--- src/rtl/pif_pkg.sv ---
`default_nettype none
// ****************************************************************
// shared constants for the id and event flag block
// ****************************************************************
package pif_pkg;
    // port widths and register subaddresses
    localparam int ADDR_W = 8;
    localparam int DATA_W = 8;
    localparam logic [7:0] SUB_ID = 8'h00;
    localparam logic [7:0] SUB_FLAG1 = 8'h01;
    localparam logic [7:0] SUB_FLAG2 = 8'h02;
    localparam logic [7:0] SUB_MASK1 = 8'h03;
    localparam logic [7:0] SUB_MASK2 = 8'h04;

    // field layout: six flag bits in the low end, two reserved above
    localparam int FLAG_W = 6;
    localparam logic [1:0] RSVD_VAL = 2'h0;
    localparam logic [5:0] FLAG_RST = 6'h00;
    localparam logic [5:0] MASK_RST = 6'h00;
    localparam logic [7:0] RD_NONE = 8'h00;

    // primary flag bit positions
    localparam int F1_PROG_LOW = 5;
    localparam int F1_ADAPTER = 4;
    localparam int F1_BUTTON = 3;
    localparam int F1_THERMAL = 2;
    localparam int F1_CELL = 1;
    localparam int F1_COMMIT = 0;

    // switch flag bit positions
    localparam int F2_SW3_FAULT = 5;
    localparam int F2_SW2_FAULT = 4;
    localparam int F2_SW1_FAULT = 3;
    localparam int F2_SW3_LIMIT = 2;
    localparam int F2_SW2_LIMIT = 1;
    localparam int F2_SW1_LIMIT = 0;

    // bits that follow a live condition instead of latching
    localparam logic [5:0] F1_LEVEL_BITS = 6'h04;
    localparam logic [5:0] F2_LEVEL_BITS = 6'h07;

    // identification fields, values arbitrary
    localparam logic [4:0] PART_CODE_DEF = 5'h0A;
    localparam logic [2:0] SILICON_VERSION_DEF = 3'h2;

    // commit sequencer states
    typedef enum logic [0:0] {
        PIF_CMT_IDLE = 1'b0,
        PIF_CMT_BUSY = 1'b1
    } pif_commit_e;
endpackage : pif_pkg
`default_nettype wire

--- src/rtl/pif_flag_bank.sv ---
`timescale 1ns/1ps
`default_nettype none
// ****************************************************************
// one bank of six flags with clear-on-read and mask gating
// ****************************************************************
module pif_flag_bank
    import pif_pkg::*;
#(
    parameter int W = FLAG_W,
    parameter logic [W-1:0] LEVEL_BITS = '0
) (
    input wire logic clk,
    input wire logic sys_rst,
    input wire logic [W-1:0] set_in,
    input wire logic clear,
    input wire logic [W-1:0] mask,
    output logic [W-1:0] flags,
    output logic pending
);
    // whole state of the bank
    typedef struct packed {
        logic [W-1:0] flags;
    } pif_bank_s;

    pif_bank_s state_reg; // registered state
    pif_bank_s state_next; // next state
    logic [W-1:0] flags_next; // per-bit next value

    // per-bit update; set beats the clear of a read in the same cycle
    for (genvar i = 0; i < W; i++) begin : g_bit
        if (LEVEL_BITS[i]) begin : g_level
            // live indication, no memory
            assign flags_next[i] = set_in[i];
        end else begin : g_event
            // sticky until the host reads it
            assign flags_next[i] = set_in[i] | (state_reg.flags[i] & ~clear);
        end
    end

    // next state
    always_comb begin
        state_next = state_reg;
        state_next.flags = flags_next;
    end

    // state register, synchronous reset
    always_ff @(posedge clk) begin
        if (sys_rst) begin
            state_reg.flags <= '0;
        end else begin
            state_reg <= state_next;
        end
    end

    assign flags = state_reg.flags;
    // mask only gates the request, the flag itself keeps working
    assign pending = |(state_reg.flags & ~mask);
endmodule : pif_flag_bank
`default_nettype wire

--- src/rtl/pif_regs.sv ---
`timescale 1ns/1ps
`default_nettype none
module pif_regs
    import pif_pkg::*;
#(
    parameter logic [4:0] PART_CODE = PART_CODE_DEF, // arbitrary value
    parameter logic [2:0] SILICON_VERSION = SILICON_VERSION_DEF // arbitrary value
) (
    input wire logic clk,
    input wire logic sys_rst,
    // ****************************************************************
    // register access port
    // ****************************************************************
    input wire logic reg_rd,
    input wire logic reg_wr,
    input wire logic [ADDR_W-1:0] reg_addr,
    input wire logic [DATA_W-1:0] reg_wdata,
    output logic [DATA_W-1:0] reg_rdata,
    // ****************************************************************
    // monitored conditions
    // ****************************************************************
    input wire logic adapter_detect_input,
    input wire logic button_input,
    input wire logic thermal_hot,
    input wire logic backup_cell_measure_done,
    input wire logic nvm_commit_req,
    input wire logic bias_supply_ok,
    input wire logic nvm_write_finished,
    input wire logic switch_one_overtemp,
    input wire logic switch_two_overtemp,
    input wire logic switch_two_undervolt,
    input wire logic switch_three_overtemp,
    input wire logic switch_one_limiting,
    input wire logic switch_two_limiting,
    input wire logic switch_three_limiting,
    // ****************************************************************
    // outputs
    // ****************************************************************
    output logic nvm_write_busy,
    output logic interrupt_out_n
);
    // ****************************************************************
    // state
    // ****************************************************************
    typedef struct packed {
        logic primed; // edge history valid
        logic prev_adapter; // last adapter level
        logic prev_button; // last button level
        logic [FLAG_W-1:0] mask1; // primary masks
        logic [FLAG_W-1:0] mask2; // switch masks
        logic [DATA_W-1:0] rdata; // read data
        pif_commit_e commit; // commit sequencer
        logic irq_n; // interrupt pin
    } pif_state_s;

    pif_state_s state_reg; // registered state
    pif_state_s state_next; // next state

    logic [FLAG_W-1:0] set1; // primary set requests
    logic [FLAG_W-1:0] set2; // switch set requests
    logic [FLAG_W-1:0] flags1; // primary flags
    logic [FLAG_W-1:0] flags2; // switch flags
    logic pend1; // unmasked primary flag
    logic pend2; // unmasked switch flag
    logic clr1; // read of primary flags
    logic clr2; // read of switch flags
    logic prog_low_evt; // commit refused
    logic commit_done_evt; // commit finished

    // ****************************************************************
    // helpers
    // ****************************************************************
    // pad six flag bits into a byte with reserved zeros
    function automatic logic [DATA_W-1:0] pif_pack(input logic [FLAG_W-1:0] f);
        pif_pack = {RSVD_VAL, f};
    endfunction : pif_pack

    // address match used for reads and writes alike
    function automatic logic pif_hit(input logic [ADDR_W-1:0] a, input logic [ADDR_W-1:0] sub);
        pif_hit = (a == sub);
    endfunction : pif_hit

    // ****************************************************************
    // commit request decision, combinational
    // ****************************************************************
    // a request while already busy is dropped; low bias refuses it
    always_comb begin
        prog_low_evt = 1'b0;
        if (nvm_commit_req && (state_reg.commit == PIF_CMT_IDLE) && !bias_supply_ok) begin
            prog_low_evt = 1'b1;
        end
        commit_done_evt = (state_reg.commit == PIF_CMT_BUSY) && nvm_write_finished;
    end

    // ****************************************************************
    // flag set requests
    // ****************************************************************
    always_comb begin
        set1 = FLAG_RST;
        set1[F1_PROG_LOW] = prog_low_evt;
        // no edge before the first sample after reset, avoids a false flag
        set1[F1_ADAPTER] = state_reg.primed && (adapter_detect_input != state_reg.prev_adapter);
        set1[F1_BUTTON] = state_reg.primed && (button_input != state_reg.prev_button);
        set1[F1_THERMAL] = thermal_hot;
        set1[F1_CELL] = backup_cell_measure_done;
        set1[F1_COMMIT] = commit_done_evt;
        set2 = FLAG_RST;
        set2[F2_SW3_FAULT] = switch_three_overtemp;
        set2[F2_SW2_FAULT] = switch_two_overtemp | switch_two_undervolt;
        set2[F2_SW1_FAULT] = switch_one_overtemp;
        set2[F2_SW3_LIMIT] = switch_three_limiting;
        set2[F2_SW2_LIMIT] = switch_two_limiting;
        set2[F2_SW1_LIMIT] = switch_one_limiting;
    end

    // a read clears its own register only
    assign clr1 = reg_rd && pif_hit(reg_addr, SUB_FLAG1);
    assign clr2 = reg_rd && pif_hit(reg_addr, SUB_FLAG2);

    // ****************************************************************
    // flag banks
    // ****************************************************************
    pif_flag_bank #(
        .W(FLAG_W),
        .LEVEL_BITS(F1_LEVEL_BITS)
    ) u_bank1 (
        .clk(clk),
        .sys_rst(sys_rst),
        .set_in(set1),
        .clear(clr1),
        .mask(state_reg.mask1),
        .flags(flags1),
        .pending(pend1)
    );

    pif_flag_bank #(
        .W(FLAG_W),
        .LEVEL_BITS(F2_LEVEL_BITS)
    ) u_bank2 (
        .clk(clk),
        .sys_rst(sys_rst),
        .set_in(set2),
        .clear(clr2),
        .mask(state_reg.mask2),
        .flags(flags2),
        .pending(pend2)
    );

    // ****************************************************************
    // next state
    // ****************************************************************
    always_comb begin
        state_next = state_reg;
        // edge history
        state_next.primed = 1'b1;
        state_next.prev_adapter = adapter_detect_input;
        state_next.prev_button = button_input;
        // read data, captured before the clear lands
        if (reg_rd) begin
            case (reg_addr)
                SUB_ID: state_next.rdata = {PART_CODE, SILICON_VERSION};
                SUB_FLAG1: state_next.rdata = pif_pack(flags1);
                SUB_FLAG2: state_next.rdata = pif_pack(flags2);
                SUB_MASK1: state_next.rdata = pif_pack(state_reg.mask1);
                SUB_MASK2: state_next.rdata = pif_pack(state_reg.mask2);
                default: state_next.rdata = RD_NONE; // unmapped reads zero
            endcase
        end
        // mask writes; writes are ignored while a commit is running
        if (reg_wr && (state_reg.commit == PIF_CMT_IDLE)) begin
            if (pif_hit(reg_addr, SUB_MASK1)) begin
                state_next.mask1 = reg_wdata[FLAG_W-1:0];
            end
            if (pif_hit(reg_addr, SUB_MASK2)) begin
                state_next.mask2 = reg_wdata[FLAG_W-1:0];
            end
        end
        // commit sequencer
        case (state_reg.commit)
            PIF_CMT_IDLE: begin
                // only start with enough bias, else contents stay untouched
                if (nvm_commit_req && bias_supply_ok) begin
                    state_next.commit = PIF_CMT_BUSY;
                end
            end
            PIF_CMT_BUSY: begin
                if (nvm_write_finished) begin
                    state_next.commit = PIF_CMT_IDLE;
                end
            end
            default: state_next.commit = PIF_CMT_IDLE;
        endcase
        // pin is one cycle behind the flags, kept glitch free
        state_next.irq_n = ~(pend1 | pend2);
    end

    // ****************************************************************
    // state register
    // ****************************************************************
    always_ff @(posedge clk) begin
        if (sys_rst) begin
            state_reg.primed <= 1'b0;
            state_reg.prev_adapter <= 1'b0;
            state_reg.prev_button <= 1'b0;
            state_reg.mask1 <= MASK_RST;
            state_reg.mask2 <= MASK_RST;
            state_reg.rdata <= RD_NONE;
            state_reg.commit <= PIF_CMT_IDLE;
            state_reg.irq_n <= 1'b1;
        end else begin
            state_reg <= state_next;
        end
    end

    // ****************************************************************
    // outputs
    // ****************************************************************
    assign reg_rdata = state_reg.rdata;
    assign nvm_write_busy = (state_reg.commit == PIF_CMT_BUSY);
    assign interrupt_out_n = state_reg.irq_n;
endmodule : pif_regs
`default_nettype wire

--- config.mk ---
export PLATFORM = sky130hd
export DESIGN_NAME = pif_regs
export DESIGN_NICKNAME = d
export VERILOG_FILES = /design/src/rtl/pif_pkg.sv /design/src/rtl/pif_flag_bank.sv /design/src/rtl/pif_regs.sv
export SDC_FILE = /design/constraint.sdc
export NUM_CORES = 1
export LEC_CHECK = 0
export BUFFER_PORTS_ARGS = -buffer_cell sky130_fd_sc_hd__buf_4
export CAP_MARGIN = 20
export CORE_ASPECT_RATIO = 0.75
export CORE_MARGIN = 5
export CORE_UTILIZATION = 45
export CTS_BUF_LIST = sky130_fd_sc_hd__clkbuf_2
export DETAILED_ROUTE_END_ITERATION = 7
export PLACE_DENSITY = 0.7
export SLEW_MARGIN = 20
export SYNTH_ARGS = -nofsm -noshare
export SYNTH_HDL_FRONTEND = slang
export SYNTH_SLANG_ARGS = --single-unit
--- constraint.sdc ---
create_clock -name clk -period 2.65 [get_ports clk]
set_input_delay 0.6625 -clock clk [delete_from_list [all_inputs] [get_ports clk]]
set_output_delay 0.6625 -clock clk [all_outputs]
set_load 0.01 [all_outputs]
# Word-level counts from Yosys, hierarchy flattened
# Cells that the tools add are included.
[totals]
ff_bits = 37
latch_bits = 0
mem_bits_rw = 0
rom_bits = 0
inputBits = 34
wordCells = 67
mem_count = 0
[op_classes]
add_sub_neg = 0
n_mul = 0
n_div = 0
magnitude_cmp = 0
eq_ne = 6
shifts = 0
n_mux = 10
bitwise_logic = 26
n_reduce_logical = 15
[op_table]
columns = ["op", "count"]
rows = [
  ["$pmux 7 s5", 1],
  ["$mux 25", 1],
  ["$eq 8x2->1 const B", 2],
  ["$and 6x6->6", 2],
  ["$mux 12", 1],
  ["$mux 6", 2],
  ["$not 6->6", 2],
  ["$reduce_or 6->1", 2],
  ["$or 1x1->1", 10],
  ["$logic_and 1x1->1", 9],
  ["$and 1x1->1", 8],
  ["$eq 8x1->1 const B", 1],
  ["$eq 8x3->1 const B", 1],
  ["$logic_not 8->1", 1],
  ["$mux 8", 1],
  ["$not 1->1", 4],
  ["$reduce_and 2->1", 2],
  ["$mux 1", 3],
  ["$ne 1x1->1", 2],
  ["$pmux 1 s2", 1],
  ["$logic_not 1->1", 1],
]

# Longest topological paths before layout
# Gate-level depths: netlist of the first run.
[depth]
word_depth = 6
mapped_depth = 5
mapped_depth_nobuf = 4

# By module
# Synthesis of the first run repeated with hierarchy kept, for this count alone.
[hier_totals]
hier_cells = 181
area_unflattened_um2 = 1630.3
[modules_own_cells]
columns = ["module", "instances", "cells_per_inst", "area_each_um2", "seq_area_each_um2"]
rows = [
  ["pif_regs", 1, 127, 1192.4, 480.5],
  ["pif_flag_bank at u_bank1", 1, 28, 221.5, 120.1],
  ["pif_flag_bank at u_bank2", 1, 26, 216.5, 120.1],
]

# Worst setup path after synthesis of the first run
# No wires, ideal clock.
[synth_timing]
path_kind = "input port to flip-flop"
from = "input reg_addr[6]"
to = "register u_bank2.flags[4] (netlist name)"
arrival_time_ns = 1.442
t_required_ns = 2.522
setup_slack_ns = 1.081
path_stages = 4
cell_sequence = "nor4b_2 > nand4b_1 > a211oi_1 > nor2_1"
[synth_between]
elab_chain_len = 5
[synth_lines]
columns = ["item", "line", "text"]
rows = [
  ["start, declared", "pif_regs.sv:16", "input wire logic [ADDR_W-1:0] reg_addr,"],
  ["$eq 8x2->1", "pif_regs.sv:80", "pif_hit = (a == sub);"],
  ["$logic_and 1x1->1", "pif_regs.sv:118", "assign clr2 = reg_rd && pif_hit(reg_addr, SUB_FLAG2);"],
  ["$not 1->1", "pif_flag_bank.sv:36", "assign flags_next[i] = set_in[i] | (state_reg.flags[i] & ~clear);"],
  ["$and 1x1->1", "pif_flag_bank.sv:36", ""],
  ["$or 1x1->1", "pif_flag_bank.sv:36", ""],
]
# Every way passes these cells.
# A chain may end at the register's enable or synchronous reset.

# Worst setup path in the final report of the first run
[layout_timing]
from = "register state_reg (netlist bit nvm_write_busy)"
to = "output nvm_write_busy"
[layout_lines]
columns = ["item", "line", "text"]
rows = [
  ["start, declared", "pif_regs.sv:56", "pif_state_s state_reg;"],
  ["start signal, assigned", "pif_regs.sv:211", "state_reg <= state_next;"],
  ["end, declared", "pif_regs.sv:39", "output logic nvm_write_busy,"],
]
# No word-level cell between the ends.

==> impl_metrics.csv, run 1 <==
group,metric,value,unit
placed_design,buffer_ports.inserted,40,
clock_tree,cts.repair.resized,0,
yosys,syn_inst,176,
global_route,first_global_vias,1311,
yosys,synth_area,0.00164,mm²
power_and_ir_drop,power.density,472,mW/mm²
clock_tree,tritoncts,"yes",
yosys,yosys_register_bits,36,
worst_setup_path,timing.critical_path.fanout_max,6,
worst_setup_path,crit_path_cell_trace,"buf_4",
global_route,grt_total_usage,16.4,%
timing,relSlewSlack,64.8,%
floorplan,floorplan.rows,19,
clock_tree,cts_num_sinks,36,
timing,report.final.setup_viol,0,
min_path,hold_path_depth,2,
yosys,synthesis.yosys.warnings,0,
timing,tightest_slew,0.521,ns
run_status,outcome,"complete, no violations",
layout,largest_register_ffs,15,
global_route,wire_length_of_the_first_global_routing_pass,6.33,mm
yosys,synthesis.nets,210,
drt,dr.first_iter.drc_count,115,
worst_setup_path,timing.critical_path.arrival,1.05,ns
global_route,antenna_found_initial,0,
clock_tree,cts.repair_timing.setup_buffer_count,0,
worst_setup_path,critPathKind,"reg2out",
timing,fmaxAchievable,584,MHz
layout,design.final.nets,244,
clock_tree,clk_root_buf,"clkbuf_2",
power_and_ir_drop,vdd_drop_max,321,µV
timing,finalHoldViolCount,0,
placed_design,post-dp-hpwl,2.89,mm
timing,finalMaxSlewViolations,0,
layout,drive_above_1_share,26.2,%
placed_design,gp_routability_congestion,0.775,
layout,synthToLayoutAreaGrowth,19.4,%
drt,wirelength,3.77,mm
yosys,post_synth_num_cell_types,37,
power_and_ir_drop,net-switching-power,238,µW
power_and_ir_drop,clkPwrFrac,25.1,%
drt,ant_nets,0,
global_route,largest_net_degree_at_the_start_of_global_routing,31,
layout,insertedDiodeCount,0,
worst_setup_path,path_buf_inv,1,
power_and_ir_drop,power.switching_fraction,25.7,%
job,maxCapViolations,0,
drt,drt_first_pass_iters,4,
layout,finish.cell_count_without_fillers,262,
timing,timing.final.crit_share,64.6,%
timing,fin_setup_tns,0,ns
clock_tree,clock_tree.buffer_depth,2,
placed_design,dp.cells,255,
layout,final_design_area_no_fill,0.00196,mm²
yosys,avgSynthCellArea,9.31,µm²
drt,routedWlPerCell,14.4,µm
clock_tree,insertion_delay,0.38,ns
worst_setup_path,worst_setup_path_end_kind,"output port",
clock_tree,post_cts_hold_buffer_count,0,
worst_setup_path,dominant_delay_contributor_by_cell_family_on_the_critical_path,"flip-flops",
floorplan,initial_utilization,45.7,%
layout,final_util,54.5,%
power_and_ir_drop,internal-power,686,µW
drt,via_count,1358,
min_path,hp-class,"in2reg",
floorplan,fp.dieW,79.7,µm
timing,holdWs,0.453,ns
worst_setup_path,start_kind,"register",
worst_setup_path,rr_worst_depth,4,
floorplan,io_pins,44,
floorplan,die_h,62.3,µm
worst_setup_path,cp_num_cells,1,
worst_setup_path,crit_slowest_cell,"dfxtp_1",
placed_design,place_worst_setup_slack,0.771,ns
timing,clock_skew,0.0162,ns
timing,period_minus_slack,1.71,ns
global_route,globalRoute.totalOverflow,0,
timing,final.setup.worst_slack,0.938,ns
power_and_ir_drop,register_share_of_total_power,62.0,%
clock_tree,maximum_level_of_the_cts_h_tree,2,
worst_setup_path,required_worst_endpoint,1.99,ns
worst_setup_path,timing.critical_path.slowest_cell_delay,0.50,ns
power_and_ir_drop,power.static_leakage,0.877,nW
timing,grt_setup_unrepaired,"no",
drt,vias_per_cell,5.18,
floorplan,placeableCoreArea,0.00359,mm²
yosys,synth_seq_area_share,44.0,%
clock_tree,path_clk_slew,0.18,ns
power_and_ir_drop,power.total,924,µW
drt,route.detailed.drc,0,
clock_tree,tritoncts.num_buffers,5,
floorplan,die_area,0.00496,mm²
power_and_ir_drop,comb_power_share,13.0,%
placed_design,postPlaceCellArea,0.00192,mm²
-- cell usage after synthesis --
master	instances	share of area, %
buf_1	1	0.23
nor3b_1	3	1.4
nand3_1	3	0.92
o21ai_0	3	0.92
nor2b_1	8	3.1
o22a_1	4	2.1
a221oi_1	3	1.6
dfxtp_1	36	44
nor4b_2	2	1.8
and3_1	1	0.38
nand4_2	2	1.5
o21ai_1	4	1.2
a21oi_1	7	2.1
a32oi_1	2	1.1
a22o_1	1	0.53
o22ai_1	3	1.1
mux2_2	1	0.69
nand3b_1	1	0.46
inv_1	15	3.4
nand2_1	10	2.3
nand4b_1	1	0.53
and2b_1	1	0.46
a211oi_1	1	0.46
a22oi_1	4	1.8
xnor2_1	2	1.1
a32o_1	1	0.61
nor3_4	1	0.99
conb_1	1	0.23
clkbuf_1	3	0.69
a31o_2	1	0.53
buf_4	9	4.1
a41oi_1	1	0.53
mux2i_1	18	11
nand2b_1	1	0.38
nor2_1	19	4.4
nor3b_2	1	0.76
o41ai_1	1	0.53
-- layout by cell type, fill, tap and decap left out, types with 2 or more instances in the layout --
cell,count
o21ai_0,3
nor2b_1,8
inv_1,15
nor4b_2,2
dfxtp_1,36
o22a_1,4
mux2i_1,18
buf_4,40
xnor2_1,2
o21ai_1,4
nand2_1,10
clkbuf_2,6
a32oi_1,2
o22ai_1,3
a22oi_1,4
nor2_1,19
nor3b_1,3
nand3_1,3
a21oi_1,7
a221oi_1,3
nand4_2,2
-- cell type report --
| cell class | instances | area, µm² |
|---|---|---|
| fillers | 333 | 1630 |
| well taps | 52 | 65.1 |
| multi-input cells | 112 | 779 |
| inverters | 15 | 56.3 |
| repair buffers | 40 | 300 |
| flip-flops and latches | 36 | 721 |
| clock buffers | 6 | 30.0 |
| clock inverters | 1 | 5.00 |
-- per-layer routing --
layer,global-route usage [%],vias up,part of all wire (%)
li1,-,674,-
met1,22.0,630,47
met5,0,-,0
met3,7.23,4,9.7
met2,23.6,50,43
met4,4.51,0,1.0
-- path summary, 6_finish.rpt --
check	startpoint	end	slack [ns]
hold reg to reg	reg_rdata[6]$_SDFFE_PP0P_	reg_rdata[6]$_SDFFE_PP0P_	0.47
hold / removal	bias_supply_ok	u_bank1.flags[5]$_SDFF_PP0_	0.45
setup reg to reg	nvm_write_busy$_SDFF_PP0_	state_reg[18]$_SDFFE_PP0P_	1.22
setup / recovery	nvm_write_busy$_SDFF_PP0_	nvm_write_busy	0.94
-- power groups by stage --
| stage | Combinational, mW | Clock, mW | Sequential, mW |
|---|---|---|---|
| 2_1_floorplan | 0.0633 | 0 | 0.581 |
| 3_5_place_dp | 0.120 | 0 | 0.584 |
| 5_1_grt | 0.133 | 0.265 | 0.576 |
| 6_report | 0.120 | 0.232 | 0.573 |
| 3_3_place_gp | 0.117 | 0 | 0.583 |
| 4_1_cts | 0.121 | 0.240 | 0.573 |
-- cell families after synthesis --
| kind of cell | after synthesis | synth area share [%] |
|---|---|---|
| compound gates | 36 | 15.3 |
| xor+xnor | 2 | 1.07 |
| buf+inv | 28 | 8.47 |
| flops | 36 | 44.0 |
| mux | 19 | 11.7 |
| other cells | 1 | 0.229 |
| simple gates | 54 | 19.3 |
No activity file was read; power rests on OpenSTA's default activity.
==> run 2, diff against run 1 <==
- clock period: 2.65 -> 1.7 ns (I/O delays scaled with it)
==> run 2 against run 1 <==
Net effect:
- cell count rose by 1.1%
- register-to-register slack got worse by 0.93 ns
- combinational power rose by 60%
- hold slack got worse by 0.24 ns
- sequential power rose by 56%
- core utilization rose by 1.3 points
- routed wire length rose by 2.5%
- die area did not move
- highest routed layer unchanged
- total power rose by 75%
- clock-buffer cell count did not move
- critical path depth did not move
- clock power rose by 130%
==> impl_metrics.csv, run 2 (synthesized netlist as in run 1, its figures left out) <==
group,metric,value,unit
timing,report.final.setup_viol,0,
global_route,antenna_found_initial,0,
global_route,largest_net_degree_at_the_start_of_global_routing,31,
clock_tree,tritoncts.num_buffers,5,
clock_tree,tritoncts,"yes",
drt,ant_nets,0,
layout,final_design_area_no_fill,0.00200,mm²
clock_tree,maximum_level_of_the_cts_h_tree,2,
worst_setup_path,timing.critical_path.arrival,1.05,ns
min_path,hp-class,"in2reg",
timing,grt_setup_unrepaired,"no",
placed_design,dp.cells,257,
global_route,gr-usage-met2,23.5,%
timing,clock_skew,0.00885,ns
power_and_ir_drop,power.static_leakage,0.902,nW
clock_tree,cts_num_sinks,36,
worst_setup_path,dominant_delay_contributor_by_cell_family_on_the_critical_path,"flip-flops",
floorplan,floorplan.rows,19,
floorplan,die_area,0.00496,mm²
placed_design,gp_routability_congestion,0.785,
worst_setup_path,crit_path_cell_trace,"buf_4",
clock_tree,post_cts_hold_buffer_count,0,
global_route,first_global_vias,1418,
floorplan,io_pins,44,
drt,dr.first_iter.drc_count,75,
timing,finalMaxSlewViolations,0,
layout,nFillCells,330,
timing,holdWs,0.208,ns
job,maxCapViolations,0,
timing,timing.final.crit_share,86.9,%
global_route,globalRoute.totalOverflow,0,
floorplan,die_h,62.3,µm
placed_design,postPlaceCellArea,0.00194,mm²
timing,fin_setup_tns,0,ns
worst_setup_path,timing.critical_path.fanout_max,6,
power_and_ir_drop,power.total,1.62,mW
placed_design,post-dp-hpwl,3.00,mm
power_and_ir_drop,power.density,807,mW/mm²
drt,route.detailed.drc,0,
drt,routedWlPerCell,14.6,µm
layout,design.final.nets,246,
layout,largest_register_ffs,15,
drt,vias_per_cell,5.18,
drt,wirelength,3.86,mm
drt,via_count,1374,
worst_setup_path,cp_num_cells,1,
power_and_ir_drop,vdd_drop_max,499,µV
worst_setup_path,rr_worst_depth,4,
worst_setup_path,start_kind,"register",
worst_setup_path,critPathKind,"reg2out",
clock_tree,cts.repair.resized,0,
layout,highest_count_cells_in_the_layout_ignoring_fill_and_taps,"42 x buf_4, 36 x dfxtp_1, 19 x nor2_1",
worst_setup_path,crit_slowest_cell,"dfxtp_1",
layout,finish.cell_count_without_fillers,265,
timing,finalHoldViolCount,0,
clock_tree,clk_root_buf,"clkbuf_2",
layout,layout_commonest_cell,"buf_4",
run_status,outcome,"complete, no violations",
global_route,global_route.usage.met3,5.92,%
floorplan,placeableCoreArea,0.00359,mm²
global_route,global_route.usage.met1,21.4,%
min_path,hold_path_depth,2,
placed_design,buffer_ports.inserted,40,
worst_setup_path,worst_setup_path_end_kind,"output port",
clock_tree,insertion_delay,0.38,ns
global_route,grt_total_usage,16.6,%
worst_setup_path,path_buf_inv,1,
global_route,wire_length_of_the_first_global_routing_pass,6.44,mm
layout,synthToLayoutAreaGrowth,22.1,%
clock_tree,cts.repair_timing.setup_buffer_count,0,
drt,drt_first_pass_iters,4,
floorplan,initial_utilization,45.7,%
layout,drive_above_1_share,27.2,%
timing,fmaxAchievable,677,MHz
clock_tree,clock_tree.buffer_depth,2,
clock_tree,path_clk_slew,0.17,ns
worst_setup_path,reg2reg_slack,0.29,ns
worst_setup_path,timing.critical_path.slowest_cell_delay,0.50,ns
floorplan,fp.dieW,79.7,µm
global_route,global_route.peak_usage_layer,"met2",
timing,period_minus_slack,1.48,ns
worst_setup_path,required_worst_endpoint,1.27,ns
layout,insertedDiodeCount,0,
## run 2: cell count changes in the layout (fill, tap and decap cells not counted)
cell and delta:
buf_4 +2, bufinv_16 +1
## run 2: layout make-up
type / count / area, µm² / area share (%)
multi-input combinational: 112 / 779 / 38.9
timing repair buffer: 42 / 315 / 15.7
inverter: 15 / 56.3 / 2.81
tap: 52 / 65.1 / 3.25
clock buffer: 6 / 30.0 / 1.50
clock inverter: 2 / 35.0 / 1.75
sequential: 36 / 721 / 36.0
## run 2: final timing paths
path	to	startpoint
hold reg to reg	reg_rdata[6]$_SDFFE_PP0P_	reg_rdata[6]$_SDFFE_PP0P_
setup reg to reg	state_reg[16]$_SDFFE_PP0P_	nvm_write_busy$_SDFF_PP0_
hold / removal	u_bank1.flags[5]$_SDFF_PP0_	bias_supply_ok
setup / recovery	nvm_write_busy	nvm_write_busy$_SDFF_PP0_
## run 2: where the power goes
group	internal, mW	switching [mW]	leakage [nW]
combinational	0.102	0.0904	0.564
sequential	0.872	0.0207	0.295
clock	0.253	0.277	0.0430
total	1.23	0.388	0.902
## run 2: layer usage
layer | vias to the layer above | wire length (µm)
li1 | 681 | -
met1 | 630 | 1790
met2 | 52 | 1660
met3 | 11 | 328
met4 | 0 | 87
met5 | - | 0
## run 2: stage by stage
stage / util (%) / setup slack (ns)
after floorplan: - / 0.368
after global placement: 54.0 / 0.0866
after detailed placement: 54.0 / 0.0384
after CTS: 55.8 / 0.196
after global routing: 55.8 / 0.170
final: 55.8 / 0.222
==> run 3, diff against run 2 <==
- clock period: 1.7 -> 1.5 ns (I/O delays scaled with it)
==> run 3 against run 2 <==
Net effect:
- core utilization is 0.63 points higher
- register-to-register slack worse by 0.11 ns
- final area is 1.1% higher
- highest routed layer unchanged
- largest cell class unchanged
- die area stayed put
- sequential cell count stayed put
- worst setup slack worse by 0.053 ns
- via count is 1.9% higher
- non-clock buffer count is 6 higher
- critical path depth stayed put
- combinational power is 17% higher
- first-iteration DRC count is 33% higher
==> impl_metrics.csv, run 3 (synthesized netlist as in run 1, its figures left out) <==
group,metric,value,unit
placed_design,gp_routability_congestion,0.821,
drt,route.detailed.drc,0,
global_route,globalRoute.totalOverflow,0,
drt,dr.first_iter.drc_count,100,
layout,nFillCells,328,
worst_setup_path,critPathKind,"reg2out",
timing,relSlewSlack,66.7,%
placed_design,place_worst_setup_slack,-0.0412,ns
layout,final_design_area_no_fill,0.00202,mm²
timing,timing.final.crit_share,88.7,%
floorplan,io_pins,44,
worst_setup_path,timing.critical_path.fanout_max,6,
clock_tree,maximum_level_of_the_cts_h_tree,2,
drt,wirelength,3.87,mm
layout,synthToLayoutAreaGrowth,23.5,%
drt,drt_first_pass_iters,5,
worst_setup_path,crit_path_cell_trace,"buf_4",
drt,routedWlPerCell,14.3,µm
floorplan,initial_utilization,45.7,%
power_and_ir_drop,power.total,1.66,mW
drt,ant_nets,0,
timing,report.final.setup_viol,0,
timing,holdWs,0.152,ns
layout,drive_above_1_share,29.2,%
worst_setup_path,worst_setup_path_end_kind,"output port",
timing,final.setup.worst_slack,0.169,ns
worst_setup_path,reg2reg_slack,0.18,ns
timing,finalMaxSlewViolations,0,
clock_tree,post_cts_hold_buffer_count,0,
worst_setup_path,timing.critical_path.slowest_cell_delay,0.43,ns
timing,grt_setup_unrepaired,"no",
floorplan,fp.dieW,79.7,µm
worst_setup_path,required_worst_endpoint,1.12,ns
placed_design,post-dp-hpwl,3.11,mm
timing,tightest_slew,0.493,ns
floorplan,die_area,0.00496,mm²
drt,via_count,1400,
placed_design,dp.cells,263,
timing,clock_skew,0.0198,ns
floorplan,floorplan.rows,19,
layout,largest_register_ffs,15,
global_route,wire_length_of_the_first_global_routing_pass,6.53,mm
global_route,grt_total_usage,16.7,%
worst_setup_path,path_buf_inv,1,
layout,final_util,56.4,%
floorplan,die_h,62.3,µm
drt,top_layer_used,"met4",
worst_setup_path,crit_slowest_cell,"dfxtp_2",
drt,wl_met1,1.85,mm
global_route,antenna_found_initial,0,
global_route,first_global_vias,1391,
drt,wl_met3,296,µm
clock_tree,path_clk_slew,0.18,ns
timing,period_minus_slack,1.33,ns
placed_design,postPlaceCellArea,0.00198,mm²
layout,highest_count_cells_in_the_layout_ignoring_fill_and_taps,"48 x buf_4, 35 x dfxtp_1, 19 x nor2_1",
layout,design.final.nets,252,
timing,fin_setup_tns,0,ns
clock_tree,clk_root_buf,"clkbuf_2",
drt,vias_per_cell,5.17,
layout,insertedDiodeCount,0,
global_route,largest_net_degree_at_the_start_of_global_routing,22,
placed_design,buffer_ports.inserted,40,
worst_setup_path,dominant_delay_contributor_by_cell_family_on_the_critical_path,"flip-flops",
clock_tree,clock_tree.buffer_depth,2,
layout,finish.cell_count_without_fillers,271,
timing,finalHoldViolCount,0,
run_status,outcome,"complete, no violations",
power_and_ir_drop,power.density,820,mW/mm²
layout,layout_commonest_cell,"buf_4",
power_and_ir_drop,power.static_leakage,0.914,nW
drt,met2WireLength,1.70,mm
clock_tree,tritoncts,"yes",
floorplan,placeableCoreArea,0.00359,mm²
power_and_ir_drop,vdd_drop_max,525,µV
job,maxCapViolations,0,
timing,fmaxAchievable,751,MHz
worst_setup_path,timing.critical_path.arrival,0.96,ns
clock_tree,tritoncts.num_buffers,5,
clock_tree,cts_num_sinks,36,
worst_setup_path,start_kind,"register",
min_path,hp-class,"in2reg",
clock_tree,insertion_delay,0.38,ns
==> run 3: power by group <==
part / total, mW / switching (mW) / internal [mW] / leakage [nW]
Sequential: 1.01 / 0.0235 / 0.989 / 0.295
Combinational: 0.225 / 0.103 / 0.122 / 0.592
Clock: 0.423 / 0.307 / 0.117 / 0.0266
Total: 1.66 / 0.433 / 1.23 / 0.914
==> run 3: path summary, 6_finish.rpt <==
check,start,to,cells past startpoint
setup reg to reg,nvm_write_busy$_SDFF_PP0_,state_reg[21]$_SDFFE_PP0P_,5
setup / recovery,nvm_write_busy$_SDFF_PP0_,nvm_write_busy,1
hold reg to reg,reg_rdata[2]$_SDFFE_PP0P_,reg_rdata[2]$_SDFFE_PP0P_,2
hold / removal,bias_supply_ok,u_bank1.flags[5]$_SDFF_PP0_,2
==> run 3: per-layer routing <==
metal | global-route usage (%) | up-vias
met5 | 0 | -
met4 | 5.79 | 0
met3 | 5.06 | 4
met2 | 24.0 | 47
met1 | 23.6 | 656
li1 | - | 693
==> run 3: cell type report <==
cell class / count / area, µm² / share of cell area (%)
sequential: 36 / 722 / 35.7
multi-input combinational: 112 / 779 / 38.5
timing repair buffer: 48 / 360 / 17.8
inverter: 15 / 56.3 / 2.78
tap: 52 / 65.1 / 3.21
clock inverter: 2 / 11.3 / 0.556
clock buffer: 6 / 30.0 / 1.48
==> run 3: repair_timing <==
item,in CTS,in global routing
endpoints found under the setup margin,0,1
gates resized for setup,0,1
setup buffers,0,0
